### config.mk
export PLATFORM = sky130hd
export DESIGN_NAME = lcr_bank
export DESIGN_NICKNAME = d
export VERILOG_FILES = /design/src/include/lcr_pkg.sv /design/src/core/lcr_bank.sv /design/src/core/lcr_id_rom.sv
export SDC_FILE = /design/constraint.sdc
export NUM_CORES = 1
export LEC_CHECK = 0
export BUFFER_PORTS_ARGS = -buffer_cell sky130_fd_sc_hd__buf_2
export CORE_UTILIZATION = 46
export DETAILED_ROUTE_END_ITERATION = 16
export PLACE_DENSITY = 0.76
export SLEW_MARGIN = 20
export SYNTH_ARGS = -nofsm -noshare
export SYNTH_HDL_FRONTEND = slang
export SYNTH_HIERARCHICAL = 1
export SYNTH_SLANG_ARGS = --single-unit
### constraint.sdc
create_clock -name clk -period 1.9 [get_ports clk]
set_clock_uncertainty 0.05 [all_clocks]
set_input_delay 0.38 -clock clk [delete_from_list [all_inputs] [get_ports clk]]
set_output_delay 0.38 -clock clk [all_outputs]
set_load 0.05 [all_outputs]
### src/include/lcr_pkg.sv
// package for the latched configuration and identification register bank
// assumes an 8-bit register address and 8-bit read data from the serial front end
package lcr_pkg;
  localparam logic [7:0] LCR_OFS_LATCHED_CONTROL_SNAPSHOT = 8'h24;
  localparam logic [7:0] LCR_OFS_LATCHED_CHANNEL_DISABLE = 8'h25;
  localparam logic [7:0] LCR_OFS_RANGE_LAT = 8'h26;
  localparam logic [7:0] LCR_OFS_PRODUCT = 8'hFD;
  localparam logic [7:0] LCR_OFS_MAKER = 8'hFE;
  localparam logic [7:0] LCR_OFS_REVISION = 8'hFF;
  localparam int LCR_POS_OVF_FLAG = 0;
  localparam int LCR_POS_OVERFLOW_ALERT_ENABLE = 1;
  localparam int LCR_CHAN_COUNT = 4;
  localparam int LCR_POS_SKIP_LSB = 4;
  localparam int LCR_POS_SENSE_LSB = 4;
  localparam int LCR_POS_BUS_LSB = 0;
  localparam logic [7:0] LCR_RST_SNAPSHOT = 8'h00;
  localparam logic [7:0] LCR_DIS_USED_MASK = 8'hF0;
  localparam logic [7:0] LCR_READ_ZERO = 8'h00;
  // identification codes below are arbitrary neutral values
  localparam logic [7:0] LCR_ID_PRODUCT_2CH = 8'hA2;
  localparam logic [7:0] LCR_ID_PRODUCT_3CH = 8'hA3;
  localparam logic [7:0] LCR_ID_PRODUCT_4CH = 8'hA4;
  localparam logic [7:0] LCR_ID_MAKER = 8'hC7;
  localparam logic [7:0] LCR_ID_REVISION = 8'h01;
  // results and snapshots become valid this long after a refresh
  localparam int LCR_VALID_DELAY_US = 1000;
  localparam int LCR_CLK_MHZ = 25;
  localparam int LCR_VALID_CYCLES = LCR_VALID_DELAY_US * LCR_CLK_MHZ;
  typedef enum logic [1:0] {
    LCR_ST_VALID = 2'b01,
    LCR_ST_SETTLE = 2'b10
  } lcr_state_t;
endpackage

### src/core/lcr_bank.sv
// latched configuration snapshots and identification registers
// assumes refresh_pulse is a one-cycle strobe on clk and active buses are on clk
// What this block does
// - control snapshot bit 1 keeps overflow alert enable active before last refresh.
// - control snapshot bit 0 keeps overflow flag as it stood before refresh.
// - every refresh variant copies active channel disables into the latched copy.
// - channel disable bits 7..4 map channels 1..4; one means skipped.
// - channel disable bits 3..0 always read zero.
// - snapshots are valid with results, 1 ms after a refresh.
// - every refresh copies active bidirectional range settings into the latched copy.
// - programmed disable and range values stay pending until a refresh.
// - range bits 7..4 pick signed sense range per channel 1..4.
// - range bits 3..0 pick signed bus voltage range per channel 1..4.
// - snapshots describe the configuration of the readable result dataset.
// - product register returns fixed code for two, three or four channels.
// - maker register returns a fixed maker code.
// - revision register returns a fixed die revision code.
// - refresh copies active control to snapshot, then activates programmed control.
`timescale 1ns/1ps
`default_nettype none
module lcr_bank
  import lcr_pkg::*;
(
  input wire logic clk, // 25 MHz device clock
  input wire logic nrst, // async power-on reset, active low
  input wire logic refresh_pulse, // one-cycle refresh, any variant
  input wire logic [7:0] prog_control, // programmed control settings
  input wire logic [7:0] prog_channel_disable, // programmed channel disables
  input wire logic [7:0] prog_bidirectional_range, // programmed range selections
  input wire logic [1:0] variant_sel, // channel count variant
  input wire logic reg_rd, // register read strobe
  input wire logic reg_wr, // register write strobe, only raises reg_hit
  input wire logic [7:0] reg_addr, // register address
  input wire logic [7:0] reg_wdata, // write data, ignored here
  output logic [7:0] reg_rdata, // registered read data
  output logic reg_hit, // address belongs to this bank
  output logic [7:0] active_control_settings, // control now in force
  output logic [7:0] active_channel_disable, // channel disables in force
  output logic [7:0] active_bidirectional_range, // ranges in force
  output logic [7:0] latched_control_snapshot, // control before last refresh
  output logic [7:0] latched_channel_disable, // disables before last refresh
  output logic [7:0] latched_bidirectional_range, // ranges before last refresh
  output logic [LCR_CHAN_COUNT-1:0] channel_skip_bit, // channel n skipped
  output logic [LCR_CHAN_COUNT-1:0] sense_signed_range_bit, // signed sense range
  output logic [LCR_CHAN_COUNT-1:0] bus_signed_range_bit, // signed bus range
  output logic overflow_alert_enable, // latched overflow alert enable
  output logic overflow_flag, // latched overflow flag
  output logic snapshot_valid // snapshots match readable results
);
  lcr_state_t state_reg;
  logic [$clog2(LCR_VALID_CYCLES+1)-1:0] wait_reg;
  logic [7:0] product_code_field;
  logic [7:0] maker_code;
  logic [7:0] revision_code_field;
  logic [7:0] rdata_next;
  logic hit_next;
  localparam logic [$clog2(LCR_VALID_CYCLES+1)-1:0] WAIT_LAST =
    ($clog2(LCR_VALID_CYCLES+1))'(LCR_VALID_CYCLES - 1);

  function automatic logic bank_decode(input logic [7:0] a);
    bank_decode = (a == LCR_OFS_LATCHED_CONTROL_SNAPSHOT) || (a == LCR_OFS_LATCHED_CHANNEL_DISABLE) ||
                  (a == LCR_OFS_RANGE_LAT) || (a == LCR_OFS_PRODUCT) ||
                  (a == LCR_OFS_MAKER) || (a == LCR_OFS_REVISION);
  endfunction

  lcr_id_rom u_id (
    .variant_sel(variant_sel),
    .product_code_field(product_code_field),
    .maker_code(maker_code),
    .revision_code_field(revision_code_field)
  );

  // the snapshot samples the old active value in the same edge that loads the new
  // one, so nothing programmed after the refresh can leak into it
  always_ff @(posedge clk or negedge nrst) begin
    if (!nrst) begin
      latched_control_snapshot <= LCR_RST_SNAPSHOT;
      latched_channel_disable <= LCR_RST_SNAPSHOT;
      latched_bidirectional_range <= LCR_RST_SNAPSHOT;
    end else if (refresh_pulse) begin
      latched_control_snapshot <= active_control_settings;
      latched_channel_disable <= active_channel_disable & LCR_DIS_USED_MASK;
      latched_bidirectional_range <= active_bidirectional_range;
    end
  end

  always_ff @(posedge clk or negedge nrst) begin
    if (!nrst) begin
      active_control_settings <= LCR_RST_SNAPSHOT;
      active_channel_disable <= LCR_RST_SNAPSHOT;
      active_bidirectional_range <= LCR_RST_SNAPSHOT;
    end else if (refresh_pulse) begin
      active_control_settings <= prog_control;
      active_channel_disable <= prog_channel_disable & LCR_DIS_USED_MASK;
      active_bidirectional_range <= prog_bidirectional_range;
    end
  end

  // validity window after refresh; a new refresh restarts the wait
  always_ff @(posedge clk or negedge nrst) begin
    if (!nrst) begin
      state_reg <= LCR_ST_VALID;
      wait_reg <= '0;
    end else begin
      case (state_reg)
        LCR_ST_VALID: begin
          if (refresh_pulse) begin
            state_reg <= LCR_ST_SETTLE;
            wait_reg <= '0;
          end
        end
        LCR_ST_SETTLE: begin
          if (refresh_pulse) begin
            wait_reg <= '0;
          end else if (wait_reg == WAIT_LAST) begin
            state_reg <= LCR_ST_VALID;
          end else begin
            wait_reg <= wait_reg + 1'b1;
          end
        end
        default: begin
          state_reg <= LCR_ST_VALID;
          wait_reg <= '0;
        end
      endcase
    end
  end
  assign snapshot_valid = (state_reg == LCR_ST_VALID);

  generate
    for (genvar i = 0; i < LCR_CHAN_COUNT; i++) begin : g_chan
      // channel 1 sits at the top bit of each field
      assign channel_skip_bit[i] =
        latched_channel_disable[LCR_POS_SKIP_LSB + LCR_CHAN_COUNT - 1 - i];
      assign sense_signed_range_bit[i] =
        latched_bidirectional_range[LCR_POS_SENSE_LSB + LCR_CHAN_COUNT - 1 - i];
      assign bus_signed_range_bit[i] =
        latched_bidirectional_range[LCR_POS_BUS_LSB + LCR_CHAN_COUNT - 1 - i];
    end
  endgenerate
  assign overflow_alert_enable = latched_control_snapshot[LCR_POS_OVERFLOW_ALERT_ENABLE];
  assign overflow_flag = latched_control_snapshot[LCR_POS_OVF_FLAG];

  always_comb begin
    hit_next = bank_decode(reg_addr);
    case (reg_addr)
      LCR_OFS_LATCHED_CONTROL_SNAPSHOT: rdata_next = latched_control_snapshot;
      LCR_OFS_LATCHED_CHANNEL_DISABLE: rdata_next = latched_channel_disable & LCR_DIS_USED_MASK;
      LCR_OFS_RANGE_LAT: rdata_next = latched_bidirectional_range;
      LCR_OFS_PRODUCT: rdata_next = product_code_field;
      LCR_OFS_MAKER: rdata_next = maker_code;
      LCR_OFS_REVISION: rdata_next = revision_code_field;
      default: rdata_next = LCR_READ_ZERO;
    endcase
  end

  // writes never reach any storage here; reg_wr only raises reg_hit on a bank address and reg_wdata is dropped
  always_ff @(posedge clk or negedge nrst) begin
    if (!nrst) begin
      reg_rdata <= LCR_READ_ZERO;
      reg_hit <= 1'b0;
    end else begin
      reg_hit <= (reg_rd || reg_wr) && hit_next;
      if (reg_rd) begin
        reg_rdata <= rdata_next;
      end
    end
  end

  logic unused_wr;
  assign unused_wr = ^reg_wdata;
endmodule
`default_nettype wire

### src/core/lcr_id_rom.sv
// fixed identification codes for the register bank
// assumes the variant select is static strap-like wiring
`timescale 1ns/1ps
`default_nettype none
module lcr_id_rom
  import lcr_pkg::*;
(
  input wire logic [1:0] variant_sel, // 0: two, 1: three, 2/3: four channels
  output logic [7:0] product_code_field, // product code
  output logic [7:0] maker_code, // maker code
  output logic [7:0] revision_code_field // die revision code
);
  always_comb begin
    case (variant_sel)
      2'h0: product_code_field = LCR_ID_PRODUCT_2CH;
      2'h1: product_code_field = LCR_ID_PRODUCT_3CH;
      default: product_code_field = LCR_ID_PRODUCT_4CH;
    endcase
  end
  assign maker_code = LCR_ID_MAKER;
  assign revision_code_field = LCR_ID_REVISION;
endmodule
`default_nettype wire

==> impl_metrics.ini <==
[run_status]
outcome = complete, but fails checks
violations = hold timing

[pwr]
powerDensity_nw_per_um2 = 988
p_leak_uw = 0.00196
vdd_drop_max_mv = 0.584
p_total_uw = 4260

[floorplanning]
dieWidth_um = 91.3
initial_core_util = 0.474
coreArea_um2 = 7730
dieArea_um2 = 8330
die_h_um = 91.3
ios = 119
fp-row-count = 32

[logic_synthesis]
ys_ff_latch = 66
ys_seq_area_frac = 0.451
synthMuxAreaShare = 0.133
synth_compound_area_frac = 0.0973
synth_area_per_cell_um2 = 10.0
yosys.area_share.adder = 0.00341
synthSimpleGateAreaFrac = 0.170
synth_top_family_by_area = simple AND/OR/NAND/NOR gates
synth.distinct_cells = 48
synth_area_um2 = 3660
ys_warn_count = 6
netlist_instances = 365
synth_xor_xnor_area_share = 0.0191

[route]
num_vias = 2940
wl_per_cell_um = 14.3
drt_iter0_drc = 96
vias_per_cell = 5.29
drc = 0
drt_wl_total_um = 7970
drtPass1Iterations = 5
drt.antenna.violating_nets = 0

[setup_path]
cp-start-kind = register
crit_path_max_incr_delay_ps = 560
worstPathRequired_ps = 1470
critPathKind = reg -> out
r2r_cells = 5
crit_fanout = 6
cp.depth = 3
critical_path.slowest_cell = dfstp_2
cp_top_family = flip-flops
cp_num_buf_inv = 2
crit_path_end_kind = primary output
path_cells = nand2b_1 > inv_2 > buf_4
crit_arrival_ps = 1380

[global_routing]
grt_max_degree = 67
grt_pass1_vias = 2756
antenna_found_initial = 0
grt_pass1_wl_um = 13200
overflow = 0
grt_usage = 0.202

[timing]
grt_setup_unrepaired = false
final_hold_viol_count = 4
max_slew_margin = 0.660
tightestPinTransition_ps = 509
timing.final.crit_share = 0.955
setup_tns_ps = 0
slew_viol_final = 0
post-route-min-period_ps = 1810
fmax_ghz = 0.551
setup_violations = 0
holdWs_ps = -3.16

[layout]
layout_common_cells = buf_2 (97), dfrtp_1 (65), mux2_2 (38)
antenna_cells = 0
largest_reg_flops = 15
regArea_um2 = 1650
final_cells = 556
fillers = 703
final_nets = 498
multiInputGateArea_um2 = 1660
final_common_cell = buf_2
area_delta_synth_final_pct = 17.6
drive_gt1_frac = 0.388

[min_path]
hold_class = in -> async

[placement]
gp_congestion = 0.884
io_buffers = 98
dpl.cell_count = 541
dpl.hpwl_um = 5750

[clocking]
cts_root_buffer = clkbuf_8
cts.sink_count = 66
cts-buffers-inserted = 9
h-tree-depth = 3
clockBufferDepth = 2
cts_hold_buf = 0
post-cts-setup-buffers = 0
cts_tree = done
clkTransAtPathRegs_ps = 70
clkLatencyLatePin_ps = 330

[flow_run]
cap_viol_max_count = 0
## metal layers
layer	GRT usage	vias to the layer above	wire length [um]	part of all wire
met5	0	-	0	0
met4	0.0886	0	115	0.014
met3	0.0469	9	426	0.053
met2	0.336	103	4000	0.50
met1	0.251	1428	3430	0.43
li1	-	1400	-	-
## cell families (layout without fill, tap and decap cells)
group | count (synthesis) | count (layout)
AND/OR/NAND/NOR | 116 | 116
buffers and inverters | 75 | 138
flip-flops | 66 | 66
AO/OA/AOI/OAI | 52 | 52
multiplexers | 44 | 44
XOR/XNOR | 8 | 8
other | 3 | 29
adder cells (fa/ha/maj) | 1 | 1
## worst paths after layout
path	from	endpoint	slack, ps
min in group clk	prog_bidirectional_range[4]	active_bidirectional_range[4]	230
worst min register to register	active_control_settings[6]	latched_control_snapshot[6]	450
max in group asynchronous	nrst	state_reg[0]	1490
worst min-delay path	nrst	active_control_settings[7]	-3
worst max-delay path	state_reg[0]	snapshot_valid	90
worst max register to register	wait_reg[0]	wait_reg[3]	160
## Yosys cell counts, drive strengths merged
master / count / area [um2]
mux2: 38 / 428
mux2i: 6 / 60.1
nor3: 13 / 70.1
and4: 3 / 26.3
xnor2: 8 / 70.1
a22o: 2 / 17.5
o21bai: 3 / 22.5
nor4: 5 / 31.3
and3: 1 / 6.26
conb: 3 / 11.3
nor4bb: 2 / 20.0
o21ai: 10 / 50.1
o32a: 2 / 20.0
o2bb2ai: 1 / 8.76
dfstp: 1 / 26.3
o31ai: 3 / 22.5
nand2b: 4 / 25.0
nand3b: 1 / 7.51
or2: 6 / 40.0
nor2b: 5 / 31.3
a21oi: 7 / 35.0
a221oi: 2 / 17.5
a41oi: 1 / 8.76
o221ai: 1 / 8.76
buf: 50 / 355
a211oi: 1 / 7.51
o22ai: 8 / 50.1
nor3b: 2 / 15.0
o311ai: 1 / 8.76
ha: 1 / 12.5
nand3: 19 / 95.1
dfrtp: 65 / 1630
or4: 3 / 26.3
nand4: 7 / 43.8
inv: 11 / 41.3
o221a: 2 / 22.5
nand2: 24 / 90.1
clkbuf: 14 / 52.6
or3: 3 / 18.8
nor4b: 2 / 17.5
nor2: 16 / 60.1
a31oi: 3 / 18.8
a22oi: 5 / 37.5
## power by group
part	switching, uW	internal [uW]	total [uW]
Combinational	1010	366	1380
Sequential	119	1550	1670
Clock	511	706	1220
Total	1640	2620	4260
## layout make-up
class | instances | share of cell area
timing repair buffer | 112 | 0.145
sequential | 66 | 0.384
clock buffer | 13 | 0.0392
inverter | 11 | 0.00958
clock inverter | 2 | 0.00813
tap | 102 | 0.0296
multi-input combinational | 250 | 0.385
## what timing repair did
item                                    in CTS  in global routing
pin swaps                                    0                  0
endpoints found under the hold margin        0                  0
endpoints found under the setup margin       1                  1
gates resized for setup                      1                  1
## stage by stage
| stage | utilization | setup WS (ps) | hold slack (ps) | cell area (um2) |
|---|---|---|---|---|
| detailed placement | 0.531 | -23.5 | 377 | 4100 |
| CTS | 0.558 | 17.4 | 6.41 | 4310 |
| finish | 0.558 | 85.6 | -3.16 | 4310 |
| global placement | 0.531 | 19.5 | 371 | 4100 |
| floorplan | - | 42.6 | 34.4 | 3760 |
| global route | 0.558 | 6.28 | 25.7 | 4310 |
Note: power is estimated with default switching activity, not from simulation.
